$ cat config.mk
export PLATFORM = sky130hd
export DESIGN_NAME = cts_core
export DESIGN_NICKNAME = d
export VERILOG_FILES = /design/src/verilog/cts_pkg.sv /design/src/verilog/cts_core.sv /design/src/verilog/cts_alu.sv
export SDC_FILE = /design/constraint.sdc
export NUM_CORES = 1
export LEC_CHECK = 0
export ABC_AREA = 1
export ABC_CLOCK_PERIOD_IN_PS = 2400
export BUFFER_PORTS_ARGS = -buffer_cell sky130_fd_sc_hd__buf_2
export CAP_MARGIN = 20
export CORE_UTILIZATION = 25
export DETAILED_ROUTE_END_ITERATION = 10
export SLEW_MARGIN = 20
export SYNTH_ARGS = -nofsm -noshare
export SYNTH_HDL_FRONTEND = slang
export SYNTH_HIERARCHICAL = 1
export SYNTH_SLANG_ARGS = --single-unit
export TNS_END_PERCENT = 100
$ cat constraint.sdc
create_clock -name ref_clk -period 2.4 [get_ports ref_clk]
set_input_delay 0.36 -clock ref_clk [delete_from_list [all_inputs] [get_ports ref_clk]]
set_output_delay 0.36 -clock ref_clk [all_outputs]
set_load 0.02 [all_outputs]
$ cat src/verilog/cts_pkg.sv
package cts_pkg;
	// Wishbone register byte offsets
	localparam logic [7:0] ADDR_CMD    = 8'h00; // Instruction launch
	localparam logic [7:0] ADDR_WORK   = 8'h04; // Working register
	localparam logic [7:0] ADDR_FREG   = 8'h08; // Addressed register operand/result
	localparam logic [7:0] ADDR_STATUS = 8'h0c; // Status flags
	localparam logic [7:0] ADDR_DIR_A  = 8'h10;
	localparam logic [7:0] ADDR_DIR_B  = 8'h14;
	localparam logic [7:0] ADDR_DIR_C  = 8'h18;
	localparam logic [7:0] ADDR_WDOG   = 8'h1c; // Watchdog count and prescaler
	localparam logic [7:0] ADDR_CTRL   = 8'h20; // Sleep state, read only

	// Command register fields
	localparam int CMD_OP_LSB   = 0;
	localparam int CMD_OP_W     = 3;
	localparam int CMD_DEST_BIT = 3;
	localparam int CMD_ARG_LSB  = 8;
	localparam int CMD_ARG_W    = 8;
	localparam int FADDR_MAX    = 127;

	// Status register bit positions
	localparam int ST_C           = 0;
	localparam int ST_DIGIT_CARRY = 1;
	localparam int ST_Z           = 2;
	localparam int ST_POWERDOWN   = 3;
	localparam int ST_TIMEOUT     = 4;

	// Reset values and direction-load operand codes
	localparam logic [7:0] STATUS_RST = 8'h18; // Time-out and power-down flags set
	localparam logic [7:0] DIR_RST    = 8'hff; // All pins input
	localparam logic [7:0] WDOG_CLR   = 8'h00;
	localparam logic [7:0] DIR_SEL_A  = 8'h05;
	localparam logic [7:0] DIR_SEL_B  = 8'h06;
	localparam logic [7:0] DIR_SEL_C  = 8'h07;

	typedef enum logic [2:0] {
		OP_NONE,
		OP_SLEEP,
		OP_SUB,
		OP_SUBB,
		OP_SWAP,
		OP_XORL,
		OP_XORF,
		OP_DIRLD
	} cts_op_t;
endpackage

$ cat src/verilog/cts_core.sv
// Local design decisions: the Wishbone interface to the registers and the placing of the registers.
`timescale 1ns/1ps
module cts_core (
	input  wire logic        ref_clk,
	input  wire logic        rst_b,
	input  wire logic        wake,
	input  wire logic        cyc_i,
	input  wire logic        stb_i,
	input  wire logic        we_i,
	input  wire logic [7:0]  adr_i,
	input  wire logic [3:0]  sel_i,
	input  wire logic [31:0] dat_i,
	output logic      [31:0] dat_o,
	output logic             ack_o,
	output logic             osc_run,
	output logic      [7:0]  port_a_direction,
	output logic      [7:0]  port_b_direction,
	output logic      [7:0]  port_c_direction
);
	logic [7:0]  work_r, work_nxt;
	logic [7:0]  freg_r, freg_nxt;
	logic [7:0]  status_r, status_nxt;
	logic [7:0]  wdog_r, wdog_nxt;
	logic [7:0]  presc_r, presc_nxt;
	logic [7:0]  dira_r, dira_nxt;
	logic [7:0]  dirb_r, dirb_nxt;
	logic [7:0]  dirc_r, dirc_nxt;
	logic        asleep_r, asleep_nxt;
	logic        ack_r, ack_nxt;
	logic [31:0] dat_r, dat_nxt;
	logic        wake_m_r, wake_s_r;
	logic        wr_go;
	logic [2:0]  op;
	logic        dest;
	logic [7:0]  arg;
	logic [7:0]  alu_res;
	logic        alu_c, alu_dc, alu_z;

	// Wake pin synchroniser
	always_ff @(posedge ref_clk or negedge rst_b) begin
		if (!rst_b) begin
			wake_m_r <= 1'b0;
			wake_s_r <= 1'b0;
		end else begin
			wake_m_r <= wake;
			wake_s_r <= wake_m_r;
		end
	end

	// Command decode from write data
	assign wr_go = cyc_i && stb_i && we_i && !ack_r;
	assign op    = dat_i[cts_pkg::CMD_OP_LSB +: cts_pkg::CMD_OP_W];
	assign dest  = dat_i[cts_pkg::CMD_DEST_BIT];
	assign arg   = dat_i[cts_pkg::CMD_ARG_LSB +: cts_pkg::CMD_ARG_W];

	cts_alu u_alu (
		.op       (op),
		.work     (work_r),
		.fval     (freg_r),
		.lit      (arg),
		.carry_in (status_r[cts_pkg::ST_C]),
		.result   (alu_res),
		.c_out    (alu_c),
		.dc_out   (alu_dc),
		.z_out    (alu_z)
	);

	// Next state: bus writes and instruction execution
	always_comb begin
		work_nxt   = work_r;
		freg_nxt   = freg_r;
		status_nxt = status_r;
		wdog_nxt   = wdog_r;
		presc_nxt  = presc_r;
		dira_nxt   = dira_r;
		dirb_nxt   = dirb_r;
		dirc_nxt   = dirc_r;
		asleep_nxt = asleep_r;
		ack_nxt    = cyc_i && stb_i && !ack_r;
		dat_nxt    = 32'h0000_0000;
		if (asleep_r && wake_s_r)
			asleep_nxt = 1'b0;
		if (wr_go && sel_i[0] && !asleep_r) begin
			unique case (adr_i)
				cts_pkg::ADDR_CMD: begin
					unique case (op)
						3'(cts_pkg::OP_SLEEP): begin
							wdog_nxt   = cts_pkg::WDOG_CLR;
							presc_nxt  = cts_pkg::WDOG_CLR;
							status_nxt[cts_pkg::ST_TIMEOUT]   = 1'b1;
							status_nxt[cts_pkg::ST_POWERDOWN] = 1'b0;
							asleep_nxt = 1'b1;
						end
						3'(cts_pkg::OP_SUB),
						3'(cts_pkg::OP_SUBB): begin
							if (dest)
								freg_nxt = alu_res;
							else
								work_nxt = alu_res;
							status_nxt[cts_pkg::ST_C]  = alu_c;
							status_nxt[cts_pkg::ST_DIGIT_CARRY] = alu_dc;
							status_nxt[cts_pkg::ST_Z]  = alu_z;
						end
						3'(cts_pkg::OP_SWAP): begin
							if (dest)
								freg_nxt = alu_res;
							else
								work_nxt = alu_res;
						end
						3'(cts_pkg::OP_XORL): begin
							work_nxt = alu_res;
							status_nxt[cts_pkg::ST_Z] = alu_z;
						end
						3'(cts_pkg::OP_XORF): begin
							if (dest)
								freg_nxt = alu_res;
							else
								work_nxt = alu_res;
							status_nxt[cts_pkg::ST_Z] = alu_z;
						end
						3'(cts_pkg::OP_DIRLD): begin
							unique case (arg)
								cts_pkg::DIR_SEL_A: dira_nxt = work_r;
								cts_pkg::DIR_SEL_B: dirb_nxt = work_r;
								cts_pkg::DIR_SEL_C: dirc_nxt = work_r;
								default: ;
							endcase
						end
						default: ;
					endcase
				end
				cts_pkg::ADDR_WORK:   work_nxt   = dat_i[7:0];
				cts_pkg::ADDR_FREG:   freg_nxt   = dat_i[7:0];
				cts_pkg::ADDR_STATUS: status_nxt = dat_i[7:0] & 8'h1f;
				cts_pkg::ADDR_WDOG: begin
					wdog_nxt  = dat_i[7:0];
					presc_nxt = dat_i[15:8];
				end
				default: ;
			endcase
		end
		// Read mux; unmapped reads as zero
		if (cyc_i && stb_i && !we_i && !ack_r) begin
			unique case (adr_i)
				cts_pkg::ADDR_WORK:   dat_nxt = {24'h00_0000, work_r};
				cts_pkg::ADDR_FREG:   dat_nxt = {24'h00_0000, freg_r};
				cts_pkg::ADDR_STATUS: dat_nxt = {24'h00_0000, status_r};
				cts_pkg::ADDR_DIR_A:  dat_nxt = {24'h00_0000, dira_r};
				cts_pkg::ADDR_DIR_B:  dat_nxt = {24'h00_0000, dirb_r};
				cts_pkg::ADDR_DIR_C:  dat_nxt = {24'h00_0000, dirc_r};
				cts_pkg::ADDR_WDOG:   dat_nxt = {16'h0000, presc_r, wdog_r};
				cts_pkg::ADDR_CTRL:   dat_nxt = {31'h0000_0000, asleep_r};
				default:              dat_nxt = 32'h0000_0000;
			endcase
		end
	end

	// State registers
	always_ff @(posedge ref_clk or negedge rst_b) begin
		if (!rst_b) begin
			work_r   <= 8'h00;
			freg_r   <= 8'h00;
			status_r <= cts_pkg::STATUS_RST;
			wdog_r   <= cts_pkg::WDOG_CLR;
			presc_r  <= cts_pkg::WDOG_CLR;
			dira_r   <= cts_pkg::DIR_RST;
			dirb_r   <= cts_pkg::DIR_RST;
			dirc_r   <= cts_pkg::DIR_RST;
			asleep_r <= 1'b0;
			ack_r    <= 1'b0;
			dat_r    <= 32'h0000_0000;
		end else begin
			work_r   <= work_nxt;
			freg_r   <= freg_nxt;
			status_r <= status_nxt;
			wdog_r   <= wdog_nxt;
			presc_r  <= presc_nxt;
			dira_r   <= dira_nxt;
			dirb_r   <= dirb_nxt;
			dirc_r   <= dirc_nxt;
			asleep_r <= asleep_nxt;
			ack_r    <= ack_nxt;
			dat_r    <= dat_nxt;
		end
	end

	// Outputs
	assign ack_o            = ack_r;
	assign dat_o            = dat_r;
	assign osc_run          = !asleep_r;
	assign port_a_direction = dira_r;
	assign port_b_direction = dirb_r;
	assign port_c_direction = dirc_r;
endmodule

$ cat src/verilog/cts_alu.sv
`timescale 1ns/1ps
// Combinational result and flag datapath
module cts_alu (
	input  wire logic [2:0] op,
	input  wire logic [7:0] work,
	input  wire logic [7:0] fval,
	input  wire logic [7:0] lit,
	input  wire logic       carry_in,
	output logic      [7:0] result,
	output logic            c_out,
	output logic            dc_out,
	output logic            z_out
);
	logic [8:0] diff;
	logic [4:0] ndiff;
	logic       borrow;

	// Subtract as f + ~W + carry-in, so carry means no borrow
	always_comb begin
		borrow = 1'b0;
		if (op == 3'(cts_pkg::OP_SUBB))
			borrow = ~carry_in;
		diff   = {1'b0, fval} + {1'b0, ~work} + 9'(!borrow);
		ndiff  = {1'b0, fval[3:0]} + {1'b0, ~work[3:0]} + 5'(!borrow);
		result = 8'h00;
		unique case (op)
			3'(cts_pkg::OP_SUB),
			3'(cts_pkg::OP_SUBB): result = diff[7:0];
			3'(cts_pkg::OP_SWAP): result = {fval[3:0], fval[7:4]};
			3'(cts_pkg::OP_XORL): result = work ^ lit;
			3'(cts_pkg::OP_XORF): result = work ^ fval;
			default:              result = 8'h00;
		endcase
		c_out  = diff[8];
		dc_out = ndiff[4];
		z_out  = (result == 8'h00);
	end
endmodule

==> summary.md, run 1 <==
| Metric | Value |
|---|---|
| Distinct cells, synth | `36` |
| Yosys top cell area share | `between 20% and 30%` |
| Setup TNS | `0 ps` |
| Num CTS Buffers | `9` |
| HP Class | `input pin to flop` |
| Share of layout cells above drive strength 1 | `approximately a quarter` |
| DR vias | `5148` |
| # IOs | `108` |
| Endpoints failing hold | `0` |
| Non-filler cells, final | `~1100` |
| Num rows | `52` |
| Commonest non-fill, non-tap cells in the layout | `223 x nand2_1, 107 x nand3_1, 71 x buf_2` |
| Worst-path cell chain | `inv_2 > fa_2 > fa_2 > inv_2 > nand3_2 > nand2_2 > nand2_2 > nand2_2 > nand2_2 > nand3_2 > nand2_2 > nor2_2 > nand2_1 > nor2_2 > nand2_1 > o21ai_1 > inv_1 > nand2_1 > nand2_1 > inv_1` |
| Status | `completed` |
| FF-to-FF setup slack | `60 ps` |
| Startpoint Class | `flop` |
| Post-synthesis sequential area ratio | `38.7%` |
| Ys async rst share | `between 90% and 100%` |
| Placed insts | `1105` |
| Final WL | `16.0 mm` |
| Reg-to-reg startpoint | `freg_r[0]` |
| Clock skew | `6.52 ps` |
| Final #Nets | `910` |
| Synth Flop Type | `dfrtp_1` |
| Mapped cell area | `roughly 0.0053 mm²` |
| Crit Path Class | `flop to flop` |
| Fin. max-slew vios | `0` |
| RSZ-0062 raised after global routing | `true` |
| Detailed placement HPWL | `around 12 mm` |
| Post-route ant nets | `0` |
| Critical path launch point | `freg_r[0]` |
| Congestion Overflow GR | `0` |
| Final worst path period need | `2340 ps` |
| Leading area contributor after synthesis | `dfrtp_1` |
| Post-synthesis register bit count | `81` |
| Critical Path RT | `2680 ps` |
| Die area | `between 0.02 and 0.025 mm²` |
| Commonest non-fill, non-tap cell in the layout | `nand2_1` |
| Fmax | `roughly 430 MHz` |
| R2R Path End | `status_r[2]` |
| Cell mode on critical path | `nand2_2` |
| Wire per inst | `14.2 µm` |
| Initial core utilization | `between 20% and 30%` |
| DRT iter0 DRCs | `approximately 380` |
| DR DRC count | `0` |
| Global-route wire length before repair | `25.6 mm` |
| Final Setup Violations | `0` |
| Bufs on Longest Clock Path | `2` |
| Vias in the first global route | `4805` |
| Tcrit/Tclk final | `between 90% and 100%` |
| Peak supply drop | `0.294 mV` |
| Post-Syn Instances | `748` |
| Critical path data arrival time | `approximately 2600 ps` |
| Worst R2R Path Depth | `20` |
| Critical Path Fanout Max | `3` |
| Number of vias per cell | `4.56` |
| Port bufs | `72` |
| Slowest CP cell | `fa_2` |
| Maxcap violations | `0` |
| Largest net degree at the start of global routing | `45` |
| Worst-Skew Late Latency | `340 ps` |
| Die Span X | `148 µm` |
| Total GRT Usage | `14.9%` |
| Leak | `3.38 nW` |
| Post-synth EDFFs | `0` |
| Clock Pin Slew Worst Setup and Hold Paths | `approximately 70 ps` |
| Clk Tree Root Cell | `clkbuf_16` |
| Chip height | `~150 µm` |
| CTS tree | `built` |
| Clock sinks | `81` |
| Area contributors post-synth | `dfrtp_1 26%, nand2_1 16%, dfstp_2 13%, nand3_1 10%, inv_1 5.0%` |
| Initial antenna violation count | `2` |
| Core region area | `0.0206 mm²` |
| Average size of a mapped cell | `a little over 7 µm²` |
| Worst Setup EP | `status_r[2]` |
| GPL Wtd Cong | `0.885` |
| PwrDens | `465 mW/mm²` |
| Htree depth | `3` |
| Area grow syn2layout | `21.8%` |
| DRT Pass-1 Iters | `5` |
| Crit. End Element | `flop` |
| Synth warnings | `6` |
| Crit-path max cell delay | `~400 ps` |
final cells by class:
type / instances / area [µm²]
fill: 2258 / 14100
multi-input combinational: 563 / 2790
sequential: 81 / 2060
timing repair buffer: 113 / 686
tap: 270 / 338
inverter: 83 / 318
clock buffer: 9 / 225
clock inverter: 7 / 52.6
antenna: 2 / 5.00
per-layer routing:
layer  vias up  global-route usage (%)  routed length [µm]  part of all wire (%)
met2       160                    22.8                7070                    44
met3        22                    4.10                1210                   7.6
met4         0                    4.79                 312                   2.0
met5         -                       0                   0                     0
met1      2394                    20.4                7370                    46
li1       2572                       -                   -                     -
cell usage after synthesis (2+ instances only):
cell / n
ha_1: 7
nand3_2: 3
nand3_4: 2
nand2_2: 16
dfrtp_1: 55
nor2_1: 65
inv_1: 71
buf_2: 11
nand2_1: 231
buf_6: 5
nor3_1: 4
nand2_4: 8
o21bai_1: 3
a21oi_1: 5
buf_4: 18
nand3_1: 109
fa_1: 2
nand3b_1: 4
nor2_4: 7
o21ai_1: 36
dfstp_2: 26
nor2_2: 4
nand4_1: 12
inv_2: 10
o211ai_1: 2
o21ai_0: 22
how the worst min path moves through the flow:
stage               endpoint  depth (start not counted)     start
CTS                 wake_m_r                          1      wake
global route        wake_m_r                          1      wake
detailed placement  wake_s_r                          0  wake_m_r
floorplan              ack_o                          0     rst_b
finish              wake_m_r                          1      wake
global placement    wake_s_r                          0  wake_m_r
sequential cells by signal (all words and copies together) (netlist names):
register and count:
wake_s_r 1, presc_r 8, freg_r 8, port_c_direction 8
work_r 8, port_a_direction 8, asleep_r 1, dat_o 16
wake_m_r 1, ack_o 1, wdog_r 8, port_b_direction 8
status_r 5
repair_timing:
action,CTS,global route
setup buffers,1,3
endpoints found under the setup margin,1,3
pin swaps,1,5
hold buffers,1,0
hold endpoints to repair,1,0
resized for setup,0,12
worst max-delay path, delay by kind of cell (launching register included):
kind | cells | cell delay, ps
AO/OA/AOI/OAI | 1 | 70
adder cells (fa/ha/maj) | 2 | 740
buffers and inverters | 4 | 230
flip-flops | 1 | 380
AND/OR/NAND/NOR | 13 | 870
through the flow:
step / util [%] / cell area (µm²) / hold slack, ps / power (W) / setup slack, ps
2_1_floorplan: - / 5410 / 64.4 / 0.00160 / 3.81
3_3_place_gp: 29.8 / 6120 / 338 / 0.00171 / -158
3_5_place_dp: 29.8 / 6120 / 346 / 0.00171 / -180
4_1_cts: 31.2 / 6420 / 117 / 0.00303 / 0.357
5_1_grt: 31.5 / 6470 / 118 / 0.00312 / -155
6_report: 31.5 / 6470 / 126 / 0.00301 / 60.9
where the power goes:
part           total [W]  internal, W  leakage, nW  switching [W]
Sequential       0.00138      0.00137         1.03     0.00000304
Combinational   0.000317    0.0000975         2.21       0.000220
Clock            0.00132     0.000711        0.137       0.000606
Total            0.00301      0.00218         3.38       0.000829
logic make-up after synthesis:
logic type / share of synthesized area [%]
AO/OA/AOI/OAI: 7.25
other: 0.0706
AND/OR/NAND/NOR: 40.8
adder cells (fa/ha/maj): 2.40
buffers and inverters: 10.8
flip-flops: 38.7
Power figures use the tool's default switching activity.
==> inputs of run 2 (changes only) <==
--- a/config.mk
+++ b/config.mk
@@ -7,7 +7,7 @@
 export LEC_CHECK = 0
 export ABC_AREA = 1
 export ABC_CLOCK_PERIOD_IN_PS = 2400
-export BUFFER_PORTS_ARGS = -buffer_cell sky130_fd_sc_hd__buf_2
+export BUFFER_PORTS_ARGS = -buffer_cell sky130_fd_sc_hd__buf_4
 export CAP_MARGIN = 20
 export CORE_UTILIZATION = 25
 export DETAILED_ROUTE_END_ITERATION = 10
==> summary.md, run 2 (same netlist as run 1, synthesis figures left out) <==
| Metric | Value |
|---|---|
| Commonest non-fill, non-tap cell in the layout | `nand2_1` |
| Critical Path RT | `~2700 ps` |
| Fillcell total | `2221` |
| Endpoints failing hold | `0` |
| Share of layout cells above drive strength 1 | `25.4%` |
| Area grow syn2layout | `24.0%` |
| Leak | `about 3.4 nW` |
| Fin. max-slew vios | `0` |
| Detailed placement HPWL | `12.1 mm` |
| Startpoint Class | `flop` |
| Non-filler cells, final | `approximately 1100` |
| Final #Nets | `905` |
| Htree depth | `3` |
| Sw Pwr | `slightly below 0.0008 W` |
| FF-to-FF setup slack | `approximately 84 ps` |
| Place WS | `-179 ps` |
| Number of vias per cell | `around 4.5` |
| Number of flip-flops in the largest register | `16` |
| Commonest non-fill, non-tap cells in the layout | `226 x nand2_1, 107 x nand3_1, 106 x buf_4` |
| PwrDens | `451 mW/mm²` |
| Critical path data arrival time | `2600 ps` |
| Combinational share of power | `11.0%` |
| Tcrit/Tclk final | `between 90% and 100%` |
| Core region area | `between 0.02 and 0.025 mm²` |
| Pint | `0.00219 W` |
| Ant. Diodes | `0` |
| Hold Slack | `135 ps` |
| Clock Pin Slew Worst Setup and Hold Paths | `70 ps` |
| Total GRT Usage | `14.7%` |
| Bufs on Longest Clock Path | `2` |
| DRT iter0 DRCs | `427` |
| Worst relative slew slack | `55.4%` |
| # IOs | `roughly 110` |
| Peak supply drop | `0.339 mV` |
| Status | `completed` |
| Num CTS Buffers | `9` |
| Global-route wire length before repair | `25.1 mm` |
| Wire per inst | `13.9 µm` |
| Chip height | `148 µm` |
| DR DRC count | `0` |
| Initial core utilization | `25.9%` |
| Num rows | `52` |
| Clock skew | `7.23 ps` |
| Dpl cell area | `~0.0063 mm²` |
| Critical Path Fanout Max | `3` |
| Final WL | `15.6 mm` |
| CTS tree | `built` |
| Slowest CP cell | `fa_2` |
| Sw frac | `26.4%` |
| Final worst path period need | `~2300 ps` |
| Crit-path max cell delay | `a little under 400 ps` |
| HP Class | `input pin to flop` |
| Setup TNS | `0 ps` |
| Largest net degree at the start of global routing | `53` |
| Final instance area | `0.00659 mm²` |
| Port bufs | `72` |
| Sequential Power Share | `46.3%` |
| Initial antenna violation count | `0` |
| Vias in the first global route | `roughly 4700` |
| RSZ-0062 raised after global routing | `true` |
| Final Setup Violations | `0` |
| Fmax | `432 MHz` |
| Worst-path cell chain | `inv_2 > fa_2 > fa_2 > inv_2 > nand3_2 > nand2_2 > nand2_2 > nand2_2 > nand2_2 > nand3_2 > nand2_2 > nor2_2 > nand2_1 > nor2_2 > nand2_1 > o21ai_1 > inv_1 > nand2_1 > nand2_1 > inv_1` |
| Crit Path Class | `flop to flop` |
| DR vias | `just over 5000` |
| Post-route ant nets | `0` |
| Clock power share | `42.7%` |
| Worst slew pin tran | `between 600 and 700 ps` |
| Congestion Overflow GR | `0` |
| Crit. End Element | `flop` |
| Cell mode on critical path | `nand2_2` |
| Placed insts | `1103` |
| Maxcap violations | `0` |
| Die area | `0.0218 mm²` |
| GPL Wtd Cong | `0.859` |
| Clock sinks | `81` |
| DRT Pass-1 Iters | `6` |
| Clk Tree Root Cell | `clkbuf_16` |
| Die Span X | `148 µm` |
| Final WS setup | `83.7 ps` |
| Worst-Skew Late Latency | `about 340 ps` |
==> run 2: changes by cell type in the layout (fill, tap and decap cells not counted), sizes merged <==
| cell | before | now |
|---|---|---|
| buf | 112 | 107 |
| clkinv | 5 | 3 |
| diode | 2 | 0 |
| clkbuf | 9 | 10 |
| clkinvlp | 1 | 2 |
==> run 2: final timing paths <==
kind / startpoint / end / depth (start not counted)
max: freg_r[0] / status_r[2] / 20
min: wake / wake_m_r / 1
max reg2reg: freg_r[0] / status_r[2] / 20
min reg2reg: wake_m_r / wake_s_r / 0
max in group asynchronous: rst_b / port_c_direction[7] / 3
min in group asynchronous: rst_b / dat_o[0] / 2
==> run 2: per-layer routing <==
layer	share of wire (%)	track usage (%)
met5	0	0
met2	45	22.9
met1	47	20.6
met3	7.0	2.90
met4	1.6	4.33
==> run 2: critical path, delay by kind of cell (launching register included) <==
kind / cells / cell delay, ps
AND/OR/NAND/NOR: 13 / 850
adder cells (fa/ha/maj): 2 / 730
flip-flops: 1 / 370
AO/OA/AOI/OAI: 1 / 70
buffers and inverters: 4 / 230
==> run 2: stage by stage <==
| stage | utilization [%] | power, W |
|---|---|---|
| final | 32.1 | 0.00297 |
| after global routing | 32.1 | 0.00310 |
| after CTS | 31.9 | 0.00300 |
| after detailed placement | 30.6 | 0.00172 |
| after global placement | 30.6 | 0.00172 |
| after floorplan | - | 0.00160 |
==> run 2: power groups by stage <==
stage / clock network [W] / registers [W] / logic (W)
3_5_place_dp: 0 / 0.00140 / 0.000324
5_1_grt: 0.00136 / 0.00138 / 0.000364
3_3_place_gp: 0 / 0.00140 / 0.000323
4_1_cts: 0.00130 / 0.00138 / 0.000327
2_1_floorplan: 0 / 0.00140 / 0.000201
6_report: 0.00127 / 0.00138 / 0.000327
==> run 2: what timing repair did <==
| item | 4_1_cts | 5_1_grt |
|---|---|---|
| resized for setup | 1 | 8 |
| endpoints found under the hold margin | 8 | 0 |
| gates cloned | 0 | 0 |
| buffers inserted | 0 | 1 |
| endpoints found under the setup margin | 1 | 4 |
| pin swaps | 1 | 2 |
| hold buffers | 1 | 0 |
==> run 2: cell type report <==
cell class	count	area, µm²	share of cell area, %
multi-input combinational	563	2780	42.2
sequential	81	2060	31.2
timing repair buffer	108	826	12.5
tap	270	338	5.13
inverter	83	318	4.82
clock buffer	10	229	3.47
clock inverter	6	41.3	0.626
